**src/core/fls_pkg.sv**
```systemverilog
// Package: command codes, field positions and reset values of the fault latch
package fls_pkg;

	// Command codes of the three registers
	localparam logic [7:0]  FLS_CMD_ENABLE      = 8'h10;
	localparam logic [7:0]  FLS_CMD_SUMMARY     = 8'h11;
	localparam logic [7:0]  FLS_CMD_FLAGS       = 8'h12;

	// Register geometry and field positions
	localparam int          FLS_REG_WIDTH       = 16;
	localparam int          FLS_FAULT_COUNT     = 14;
	localparam int          FLS_RESERVO_S0A_BIT = 14;
	localparam int          FLS_RESERVO_S1A_BIT = 15;
	localparam int          FLS_OVER_S0A_BIT    = 0;
	localparam int          FLS_UNDER_S0A_BIT   = 1;
	localparam int          FLS_OVER_S1A_BIT    = 5;
	localparam int          FLS_UNDER_S1A_BIT   = 6;
	localparam int          FLS_SUMMARY_BIT     = 0;

	// Reset values
	localparam logic [15:0] FLS_ENABLE_RESET    = 16'h0000;
	localparam logic [15:0] FLS_FLAGS_RESET     = 16'h0000;
	localparam logic [15:0] FLS_RDATA_RESET     = 16'h0000;

endpackage

```
**src/core/fls_servo_if.sv**
```systemverilog
// Interface: re-servo request signals between the latch and the trigger unit
`timescale 1ns/1ps
interface fls_servo_if;
	logic [1:0] armEnable;   // Re-servo enable bits, channel 0a and 1a
	logic [1:0] overUnder;   // Instantaneous over or under fault per channel
	logic [1:0] servoOn;     // Servo operation enabled
	logic [1:0] continuous;  // Continuous-repeat servo option
	logic [1:0] monitor;     // Monitoring selected
	logic [1:0] start;       // One-cycle re-servo start

	modport ctrl (
		output armEnable,
		output overUnder,
		output servoOn,
		output continuous,
		output monitor,
		input  start
	);
	modport unit (
		input  armEnable,
		input  overUnder,
		input  servoOn,
		input  continuous,
		input  monitor,
		output start
	);
endinterface

```
**src/core/fls_fault_latch.sv**
```systemverilog
// Module: fault enable, sticky latch, summary, alert and re-servo requests
`timescale 1ns/1ps
module fls_fault_latch
	import fls_pkg::*;
#(
	parameter int FAULT_COUNT = FLS_FAULT_COUNT
)
(
	input  wire logic        sys_clk,
	input  wire logic        rst,
	input  wire logic [7:0]  regSel,
	input  wire logic        regWr,
	input  wire logic        regRd,
	input  wire logic [15:0] regWdata,
	output logic      [15:0] regRdata,
	output logic             regRdValid,
	input  wire logic [13:0] instantFault,
	input  wire logic        alertOutputDisable,
	input  wire logic [1:0]  servoEnabled,
	input  wire logic [1:0]  continuousServo,
	input  wire logic [1:0]  monitorSelect,
	output logic             alertN,
	output logic [1:0]       reservoStart
);

	// Fault field must fit below the two re-servo bits
	if (FAULT_COUNT < 1 || FAULT_COUNT > FLS_FAULT_COUNT) begin : g_chk
		$error("FAULT_COUNT out of range");
	end

	logic [15:0] enableQ;
	logic [15:0] enableD;
	logic [13:0] flagsQ;
	logic [13:0] flagsD;
	logic [13:0] setVec;
	logic [15:0] rdataQ;
	logic        rdValidQ;
	logic        alertNQ;
	logic        enWr;
	logic        rdFlags;
	logic        rdSummary;
	logic        anyLatched;

	fls_servo_if srv ();

	////////////////////////////////////////////////////////////////////
	// Decode
	function automatic logic hit(input logic [7:0] sel,
		input logic [7:0] code);
		return sel == code;
	endfunction

	assign enWr      = regWr && hit(regSel, FLS_CMD_ENABLE);
	assign rdFlags   = regRd && hit(regSel, FLS_CMD_FLAGS);
	assign rdSummary = regRd && hit(regSel, FLS_CMD_SUMMARY);

	// New enable takes effect in the same edge as the latch update
	assign enableD = enWr ? regWdata : enableQ;

	always_ff @(posedge sys_clk) begin
		if (rst) begin
			enableQ <= FLS_ENABLE_RESET;
		end else begin
			enableQ <= enableD;
		end
	end

	////////////////////////////////////////////////////////////////////
	// Latch
	// enabled faults set
	assign setVec = instantFault & enableD[13:0];

	// Writes to summary or flags never touch this logic
	always_comb begin
		flagsD = flagsQ;
		if (rdFlags) begin
			flagsD = '0;
		end
		flagsD = flagsD | setVec;
		flagsD = flagsD & enableD[13:0];
		if (FAULT_COUNT < FLS_FAULT_COUNT) begin
			flagsD = flagsD & ((14'h0001 << FAULT_COUNT) - 14'h0001);
		end
	end

	always_ff @(posedge sys_clk) begin
		if (rst) begin
			flagsQ <= FLS_FLAGS_RESET[13:0];
		end else begin
			flagsQ <= flagsD;
		end
	end

	assign anyLatched = |flagsQ;

	////////////////////////////////////////////////////////////////////
	// Read path: data is the value before any clear of this cycle
	always_ff @(posedge sys_clk) begin
		if (rst) begin
			rdataQ <= FLS_RDATA_RESET;
		end else if (regRd) begin
			unique case (regSel)
				FLS_CMD_ENABLE:  rdataQ <= enableQ;
				FLS_CMD_SUMMARY: rdataQ <= {15'h0000, anyLatched};
				FLS_CMD_FLAGS:   rdataQ <= {2'h0, flagsQ};
				default:         rdataQ <= 16'h0000;
			endcase
		end
	end

	always_ff @(posedge sys_clk) begin
		if (rst) begin
			rdValidQ <= 1'b0;
		end else begin
			rdValidQ <= regRd;
		end
	end

	assign regRdata   = rdataQ;
	assign regRdValid = rdValidQ;

	////////////////////////////////////////////////////////////////////
	// Alert, registered so the pin cannot glitch
	// alert gating
	always_ff @(posedge sys_clk) begin
		if (rst) begin
			alertNQ <= 1'b1;
		end else begin
			alertNQ <= !(anyLatched && !alertOutputDisable);
		end
	end

	assign alertN = alertNQ;

	////////////////////////////////////////////////////////////////////
	// Re-servo requests
	assign srv.armEnable  = {enableQ[FLS_RESERVO_S1A_BIT],
		enableQ[FLS_RESERVO_S0A_BIT]};
	assign srv.overUnder  = {
		instantFault[FLS_OVER_S1A_BIT] | instantFault[FLS_UNDER_S1A_BIT],
		instantFault[FLS_OVER_S0A_BIT] | instantFault[FLS_UNDER_S0A_BIT]};
	assign srv.servoOn    = servoEnabled;
	assign srv.continuous = continuousServo;
	assign srv.monitor    = monitorSelect;
	assign reservoStart   = srv.start;

	fls_reservo u_reservo (
		.sys_clk (sys_clk),
		.rst     (rst),
		.srv     (srv.unit)
	);
endmodule // fls_fault_latch

```
**src/core/fls_reservo.sv**
```systemverilog
// Module: one-shot re-servo trigger for sense channels 0a and 1a
`timescale 1ns/1ps
module fls_reservo
	import fls_pkg::*;
(
	input  wire logic    sys_clk,
	input  wire logic    rst,
	fls_servo_if.unit    srv
);

	logic [1:0] trigger;
	logic [1:0] prevQ;
	logic [1:0] startQ;

	// Qualified trigger; continuous servo already repeats, so skip it
	// three preconditions checked
	assign trigger = srv.armEnable & srv.overUnder & srv.servoOn
		& ~srv.continuous & srv.monitor;

	// Edge memory so a standing fault starts one servo only
	always_ff @(posedge sys_clk) begin
		if (rst) begin
			prevQ <= 2'h0;
		end else begin
			prevQ <= trigger;
		end
	end

	always_ff @(posedge sys_clk) begin
		if (rst) begin
			startQ <= 2'h0;
		end else begin
			startQ <= trigger & ~prevQ;
		end
	end

	assign srv.start = startQ;
endmodule // fls_reservo

```
**config.mk**
```make
export PLATFORM = sky130hd
export DESIGN_NAME = fls_fault_latch
export DESIGN_NICKNAME = d
export VERILOG_FILES = /design/src/core/fls_pkg.sv /design/src/core/fls_servo_if.sv /design/src/core/fls_fault_latch.sv /design/src/core/fls_reservo.sv
export SDC_FILE = /design/constraint.sdc
export NUM_CORES = 1
export LEC_CHECK = 0
export ABC_AREA = 1
export BUFFER_PORTS_ARGS = -buffer_cell sky130_fd_sc_hd__buf_2
export CAP_MARGIN = 20
export CELL_PAD_IN_SITES_DETAIL_PLACEMENT = 2
export CELL_PAD_IN_SITES_GLOBAL_PLACEMENT = 2
export CORE_MARGIN = 2
export CORE_UTILIZATION = 29
export DETAILED_ROUTE_END_ITERATION = 10
export HOLD_SLACK_MARGIN = 0.02
export PLACE_DENSITY = 0.94
export SLEW_MARGIN = 25
export SYNTH_ARGS = -nofsm -noshare
export SYNTH_HDL_FRONTEND = slang
export SYNTH_SLANG_ARGS = --single-unit
```
**constraint.sdc**
```tcl
create_clock -name sys_clk -period 3.1 [get_ports sys_clk]
set_input_delay 0 -clock sys_clk [delete_from_list [all_inputs] [get_ports sys_clk]]
set_output_delay 0 -clock sys_clk [all_outputs]
set_load 0.1 [all_outputs]
```
==> results of run 1 <==
sequential cells by signal, summed over array words and instances, names as in the netlist:
| signal | flops |
|---|---|
| u_reservo.prevQ | 2 |
| regRdata | 16 |
| u_reservo.srv.start | 2 |
| enableQ | 16 |
| regRdValid | 1 |
| flagsQ | 14 |
| alertN | 1 |
final cells by class:
type | instances | share of cell area
clock buffers | 5 | 0.02415
inverters | 37 | 0.04875
clock inverters | 2 | 0.005709
multi-input cells | 195 | 0.3298
flip-flops and latches | 52 | 0.3654
repair buffers | 86 | 0.1827
well taps | 99 | 0.04348
layer usage:
layer | share of wire | track usage | routed length [µm] | vias up
li1 | - | - | - | 1105
met1 | 0.40 | 0.2515 | 3457 | 1166
met2 | 0.53 | 0.3924 | 4561 | 63
met3 | 0.028 | 0.02922 | 241 | 23
met4 | 0.033 | 0.08081 | 284 | 0
met5 | 0 | 0 | 0 | -
synthesized netlist by cell type, drive strengths merged:
library cell / n / area (µm²)
nand2: 57 / 224.0
dfxtp: 52 / 1041
nor2: 40 / 178.9
inv: 37 / 138.9
o21ai: 31 / 170.2
a21oi: 30 / 150.1
nand3: 17 / 85.08
nor3: 16 / 100.1
clkbuf: 9 / 33.78
buf: 5 / 37.53
nand3b: 1 / 7.510
nand4: 1 / 6.260
o211a: 1 / 10.01
o21a: 1 / 7.510
worst max-delay path: stages:
cell     delay [ns]
buf_2          0.12
inv_1          0.09
nand2_1        0.10
nor2_2         0.51
nand3_1        0.67
a21oi_1        0.45
nor3_2         0.09
stage by stage:
stage / setup slack (ns) / hold WS (ns) / area, µm² / power, mW / util
floorplan: 1.784 / 0.09898 / 2191 / 0.7356 / -
global placement: 1.247 / 0.1999 / 2584 / 0.7769 / 0.3543
detailed placement: 1.117 / 0.2254 / 2584 / 0.7812 / 0.3543
CTS: 1.367 / 0.02642 / 2849 / 1.189 / 0.3907
global route: 1.091 / 0.05330 / 2849 / 1.213 / 0.3907
finish: 1.215 / 0.03299 / 2849 / 1.175 / 0.3907
cell families (layout without fill, tap and decap cells):
logic type | Yosys count | in the layout | synth area share
DFF | 52 | 52 | 0.4752
and+or+nand+nor | 132 | 132 | 0.2747
buffers and inverters | 51 | 130 | 0.09594
AOI/OAI and AO/OA | 63 | 63 | 0.1542
power by group through the flow:
stage,sequential (mW),combinational (mW),clock (mW)
after global routing,0.672,0.123,0.419
after global placement,0.686,0.0906,0
after detailed placement,0.686,0.0947,0
after CTS,0.671,0.112,0.406
final,0.671,0.112,0.391
after floorplan,0.701,0.0349,0
what timing repair did:
item | CTS | global route
endpoints found under the hold margin | 18 | 0
setup endpoints to repair | 0 | 0
hold buffers | 18 | 0
setup buffers | 0 | 0
how the worst min path moves through the flow:
stage	to	from	depth (start not counted)
2_1_floorplan	alertN	alertOutputDisable	2
3_3_place_gp	alertN	alertOutputDisable	3
3_5_place_dp	alertN	alertOutputDisable	3
4_1_cts	flagsQ[1]	instantFault[1]	3
5_1_grt	enableQ[0]	regWdata[0]	3
6_report	enableQ[0]	regWdata[0]	3
==> metrics.txt, run 1 <==
Hold WC Path Type in2reg; peak supply drop 141.8 µV; Slew Limit Fails 0; Placement Rows 31; WP data required 3.26 ns; antenna viol nets, final 0; vias post-DR 2357; largest net degree at the start of global routing 44; Worst EP arrival 2.04 ns; routed wire length 8544 µm; Setup Skew 0.01102 ns; vias per std cell 4.952; vias in the first global route 2681; GRT Util Overall 0.2139; register area 0.001041 mm²; total gr overflow 0; CTS tree done; Clock Tree Root clkbuf_8; die width 90.92 µm; peak fanout along the critical path 14; Flop pwr share 0.571; Final HPWL DP 5353 µm; Synth cell types 23; global-route wire length before repair 14110 µm; PD cells 412.4 mW/mm²; die area 0.008266 mm²; I/O Pins 69; Relative slew margins 0.4208; Synth Area per Inst 7.352 µm²; Longest Clk Path Bufs 2; Initial DRC Count 49; commonest non-fill, non-tap cell in the layout buf_2; commonest non-fill, non-tap cells in the layout 68 x buf_2, 55 x nand2_1, 52 x dfxtp_1, 36 x nor2_1, 32 x inv_1; 1st-pass router iterations 4; Synth Instances 298; non-filler cells, final 476; final setup fails 0; internal power 0.8718 mW; combinational power share 0.096; Reg2Reg Depth 4; core area 0.007292 mm²; syn_nets 347; CTS buffer count 5; P_sw 0.3031 mW; Total Nets Final 426; Net Sw Frac 0.2580; maxcap violations 0; critical path endpoint category flip-flop; initial antenna violation count 0; Static Leakage 1.212 nW; Worst R2R End u_reservo.srv.start[1]; Max Freq 530.4 MHz; outcome finished clean; Skew-Pair Late Insertion Delay 0.31 ns; Cells after DPL 451; area occupied by multi-input gates 939.7 µm²; number of H-tree levels 2; Worst Setup EP flagsQ[10]; Post-CTS Resized 0; synth warn 0; Startpoint Class input pin; mapped cell area 0.002191 mm²; worst slew pin tran 0.8688 ns; sequential element share of the synthesized area 0.4752; Worst-path clk slew 0.10 ns; R2R setup slack 1.69 ns; Yosys reg bits 52; clock sink count 52; Fill cells 897; proportion of layout cells with a drive suffix above 1 0.2493; initial core utilization 0.3004; Final TNS setup 0 ns; clock share of power 0.333; DIE HEIGHT 90.92 µm; n_diodes 0; Critical Path Source regSel[3]; Final min period 1.885 ns; Avg WL per Cell 17.95 µm; Final period util 0.6082; Final Hold Fails 0; WS Path Type in2reg; RSZ-0062 raised after global routing no; Area growth syn-to-layout 30.04%; residual DRC count 0; routability cong. 0.7902; PortBufs 68; worst reg2reg startpoint enableQ[15]
Note: power is estimated with default switching activity, not from simulation.
==> run 2, diff against run 1 <==
CORE_UTILIZATION = 27   (was 29)
PLACE_DENSITY = 0.89   (was 0.94)
clock period = 1.8 ns   (was 3.1 ns; I/O delays follow)
==> run 2 against run 1 <==
Die area rose by 7.1%. First-iteration DRC count rose by 27%. Utilization fell by 1.5 points. Combinational power rose by 77%.
==> metrics.txt, run 2 (synthesis gave the netlist of run 1 again) <==
outcome finished clean; number of H-tree levels 2 (unchanged); non-filler cells, final 487 (+2.3%); Reg2Reg Depth 4 (unchanged); commonest non-fill, non-tap cells in the layout 68 x buf_2, 55 x nand2_1, 52 x dfxtp_1, 36 x nor2_1, 32 x inv_1; initial core utilization 0.2806 (-0.01984); routed wire length 7640 µm (-11%); die width 94.08 µm (+3.5%); 1st-pass router iterations 4 (unchanged); CTS buffer count 5 (unchanged); vias post-DR 2287 (-3.0%); CTS tree done; proportion of layout cells with a drive suffix above 1 0.2571 (+0.007806); Setup Fix Bufs, Post-CTS 0 (unchanged); Startpoint Class flip-flop; die area 0.008851 mm² (+7.1%); R2R setup slack 0.37 ns (-1.32 ns); Static Leakage 1.260 nW (+4.0%); Worst Slack Setup Final 0.3665 ns (-0.8480 ns); global-route wire length before repair 12700 µm (-10%); vias per std cell 4.696 (-5.2%); Final TNS setup 0 ns (unchanged); Worst Setup EP u_reservo.srv.start[1]; core area 0.007807 mm² (+7.1%); post-route design area 0.002933 mm² (+2.9%); Cells after DPL 459 (+1.8%); GRT Util Overall 0.1857 (-0.02822); DP Area 0.002625 mm² (+1.6%); Hold WC Path Type in2reg; Final min period 1.434 ns; Relative slew margins 0.6634 (+0.2426); routability cong. 0.7659 (-3.1%); WS Path Type reg2reg; peak supply drop 411.6 µV (+190%); minimum hold slack 0.02046 ns (-0.01253 ns); total gr overflow 0 (unchanged); Initial DRC Count 62 (+27%); commonest non-fill, non-tap cell in the layout buf_2; Avg WL per Cell 15.69 µm (-13%); Post-CTS Resized 0 (unchanged); worst slew pin tran 0.5049 ns (-0.3639 ns); antenna viol nets, final 0 (unchanged); WP data required 2.03 ns (-1.23 ns); peak fanout along the critical path 3 (-11); Final Hold Fails 0 (unchanged); critical path endpoint category flip-flop; # hold bufs at CTS 19 (+1); clock sink count 52 (unchanged); Slew Limit Fails 0 (unchanged); Critical Path Source enableQ[15]; final setup fails 0 (unchanged); Setup Skew 0.005895 ns (-0.005122 ns); Area growth syn-to-layout 33.87%; worst reg2reg startpoint enableQ[15]; Clock Tree Root clkbuf_8; PD cells 734.2 mW/mm² (+78%); Final HPWL DP 5298 µm (-1.0%); Total Nets Final 433 (+1.6%); Placement Rows 32 (+3.2%); PortBufs 68 (unchanged); Setup WS pre-CTS 0.2430 ns (-0.8738 ns); Max Freq 697.6 MHz; Worst EP arrival 1.66 ns (-0.38 ns); I/O Pins 69 (unchanged); vias in the first global route 2511 (-6.3%); largest net degree at the start of global routing 43 (-2.3%); residual DRC count 0 (unchanged); DIE HEIGHT 94.08 µm (+3.5%); Worst-path clk slew 0.09 ns (about the same); Post-Route Utilization 0.3756 (-0.01506); initial antenna violation count 0 (unchanged); Longest Clk Path Bufs 2 (unchanged); n_diodes 0 (unchanged); Final period util 0.7964; Worst R2R End u_reservo.srv.start[1]; RSZ-0062 raised after global routing no; maxcap violations 0 (unchanged); Skew-Pair Late Insertion Delay 0.31 ns (about the same); total power 2.153 mW (+83%)
## run 2: final cells by class
type / instances / area, µm²
Multi-Input combinational cell: 195 / 939.7
Fill cell: 953 / 4875
Clock inverter: 2 / 35.03
Tap cell: 102 / 127.6
Timing Repair Buffer: 93 / 578.1
Sequential cell: 52 / 1041
Inverter: 37 / 138.9
Clock buffer: 6 / 72.57
## run 2: how the worst min path moves through the flow
stage | startpoint | to | slack [ns] | depth (start not counted)
2_1_floorplan | alertOutputDisable | alertN | 0.1 | 2
3_3_place_gp | alertOutputDisable | alertN | 0.21 | 3
3_5_place_dp | alertOutputDisable | alertN | 0.21 | 3
4_1_cts | instantFault[1] | flagsQ[1] | 0.02 | 3
5_1_grt | regWdata[9] | enableQ[9] | 0.05 | 5
6_report | instantFault[4] | flagsQ[4] | 0.02 | 3
## run 2: report_power, final
part | internal, mW | total, mW | switching [mW]
Combinational | 0.0814 | 0.198 | 0.117
Sequential | 1.15 | 1.16 | 0.00202
Clock | 0.413 | 0.800 | 0.386
## run 2: routing by layer
metal	GRT usage	routed length, µm
met5	0	0
met1	0.2187	3288
met4	0.05918	119
met2	0.3429	3983
met3	0.02729	249
## run 2: critical path, stage by stage, from the launching register on
cell	delay, ns
dfxtp_1	0.38
o211a_1	0.17
nand3b_1	0.07
dlygate4sd3_1	0.58
nor3_1	0.16
==> run 3, diff against run 2 <==
CORE_UTILIZATION = 24   (was 27)
PLACE_DENSITY = 0.84   (was 0.89)
clock period = 1.3 ns   (was 1.8 ns; I/O delays follow)
==> run 3 against run 2 <==
Final cell count rose by 2.9%. Clock power rose by 26%. Utilization fell by 3.3 points. First-iteration DRC count did not move. Sequential power rose by 38%. Critical path depth rose by 4. Via count rose by 1.4%. Clock skew rose by 0.0034 ns. Clock-buffer cell count did not move. Register-to-register slack got worse by 0.27 ns. Wire length rose by 4.5%. Setup slack got worse by 0.27 ns. Critical endpoint is now regRdata[0]. Largest cell class unchanged.
==> metrics.txt, run 3 (synthesis gave the netlist of run 1 again) <==
WP data required 1.51 ns (-0.52 ns); Clock Tree Root clkbuf_8; Cells after DPL 471 (+2.6%); Worst EP arrival 1.41 ns (-0.25 ns); DP Area 0.002691 mm² (+2.5%); post-route design area 0.003020 mm² (+3.0%); Final min period 1.203 ns (-0.2304 ns); die width 99.55 µm (+5.8%); peak fanout along the critical path 3 (unchanged); internal power 2.159 mW (+31%); vias per std cell 4.631 (-1.4%); Final Hold Fails 0 (unchanged); worst slew pin tran 0.4966 ns (-0.008345 ns); CTS tree done; total gr overflow 0 (unchanged); Net Sw Frac 0.2563 (+0.02174); global-route wire length before repair 12990 µm (+2.3%); I/O Pins 69 (unchanged); Longest Clk Path Bufs 2 (unchanged); maxcap violations 0 (unchanged); Hold WC Path Type in2reg; outcome finished clean; Relative slew margins 0.6712 (+0.007840); area occupied by multi-input gates 947.2 µm² (+0.80%); core area 0.008806 mm² (+13%); Placement Rows 34 (+6.3%); Max Freq 831.2 MHz (+19%); vias post-DR 2320 (+1.4%); commonest non-fill, non-tap cells in the layout 68 x buf_2, 55 x nand2_1, 51 x dfxtp_1, 35 x nor2_1, 32 x inv_1; non-filler cells, final 501 (+2.9%); routability cong. 0.7281 (-4.9%); combinational power share 0.101 (+0.009); Setup Skew 0.009309 ns (+0.003414 ns); PortBufs 68 (unchanged); initial core utilization 0.2488 (-0.03182); Fill cells 1027 (+7.8%); Skew-Pair Late Insertion Delay 0.31 ns (about the same); Total Nets Final 441 (+1.8%); Worst-path clk slew 0.10 ns (about the same); Setup WS pre-CTS -0.02483 ns (-0.2679 ns); Slew Limit Fails 0 (unchanged); number of H-tree levels 2 (unchanged); Setup Fix Bufs, Post-CTS 0 (unchanged); GRT Util Overall 0.1666 (-0.01910); Final HPWL DP 5540 µm (+4.6%); Flop pwr share 0.551 (+0.014); Avg WL per Cell 15.93 µm (+1.6%); clock share of power 0.348 (-0.023); final setup fails 0 (unchanged); Final period util 0.9255 (+0.1291); register area 0.001042 mm² (+0.12%); antenna viol nets, final 0 (unchanged); largest net degree at the start of global routing 43 (unchanged); n_diodes 0 (unchanged); peak supply drop 403.5 µV (-2.0%); CTS buffer count 5 (unchanged); PD cells 961.3 mW/mm² (+31%); commonest non-fill, non-tap cell in the layout buf_2; Static Leakage 1.300 nW (+3.2%); Area growth syn-to-layout 37.86%; die area 0.009909 mm² (+12%); P_sw 0.7441 mW (+47%); Startpoint Class flip-flop; DIE HEIGHT 99.55 µm (+5.8%); Initial DRC Count 62 (unchanged); residual DRC count 0 (unchanged); initial antenna violation count 0 (unchanged); minimum hold slack 0.01310 ns (-0.007354 ns); critical path endpoint category flip-flop; vias in the first global route 2475 (-1.4%); Worst Slack Setup Final 0.09686 ns (-0.2696 ns); total power 2.903 mW (+35%); routed wire length 7982 µm (+4.5%); proportion of layout cells with a drive suffix above 1 0.2774 (+0.02021); 1st-pass router iterations 4 (unchanged); WS Path Type reg2reg; clock sink count 52 (unchanged)
==> run 3: power groups by stage <==
stage               Combinational, mW  Clock, mW  Sequential, mW
finish                          0.292       1.01            1.60
global route                    0.321       1.11            1.60
CTS                             0.290       1.02            1.60
detailed placement              0.242          0            1.64
global placement                0.232          0            1.64
floorplan                      0.0832          0            1.67
==> run 3: worst max-delay path, stage by stage, from the launching register on <==
cell and delay [ns]:
dfxtp_1 0.35, nor2_1 0.12, nand2_1 0.12, nor2_2 0.15, nand2_1 0.11, nand2_1 0.07, nand3_1 0.06, nand2_1 0.06
a21oi_1 0.06
==> run 3: layer usage <==
metal | share of wire | global-route usage
met1 | 0.42 | 0.2042
met2 | 0.52 | 0.2994
met3 | 0.044 | 0.02881
met4 | 0.022 | 0.04636
met5 | 0 | 0
==> run 3: area by class of cell <==
type	count	share of cell area
clock inverters	2	0.004971
well taps	108	0.04474
inverters	37	0.04598
repair buffers	101	0.2183
multi-input cells	195	0.3136
clock buffers	6	0.02734
flip-flops and latches	52	0.3451
==> run 3: timing repair <==
action / 4_1_cts / 5_1_grt
hold endpoints to repair: 21 / 1
gates resized for setup: 0 / 3
endpoints found under the setup margin: 0 / 3
hold buffers: 21 / 1
==> run 3: metrics by stage <==
stage / utilization / TNS (ns)
2_1_floorplan: - / 0
5_1_grt: 0.3430 / -0.005674
3_5_place_dp: 0.3056 / -0.06132
3_3_place_gp: 0.3056 / 0
4_1_cts: 0.3406 / 0
6_report: 0.3430 / 0
==> run 3: worst paths after layout <==
kind	to	start	slack, ns	cells after the start
worst min-delay path	enableQ[1]	regWdata[1]	0.01	3
worst min register to register	u_reservo.srv.start[0]	u_reservo.prevQ[0]	0.40	1
worst max-delay path	regRdata[0]	flagsQ[8]	0.1	8
worst max register to register	regRdata[0]	flagsQ[8]	0.1	8
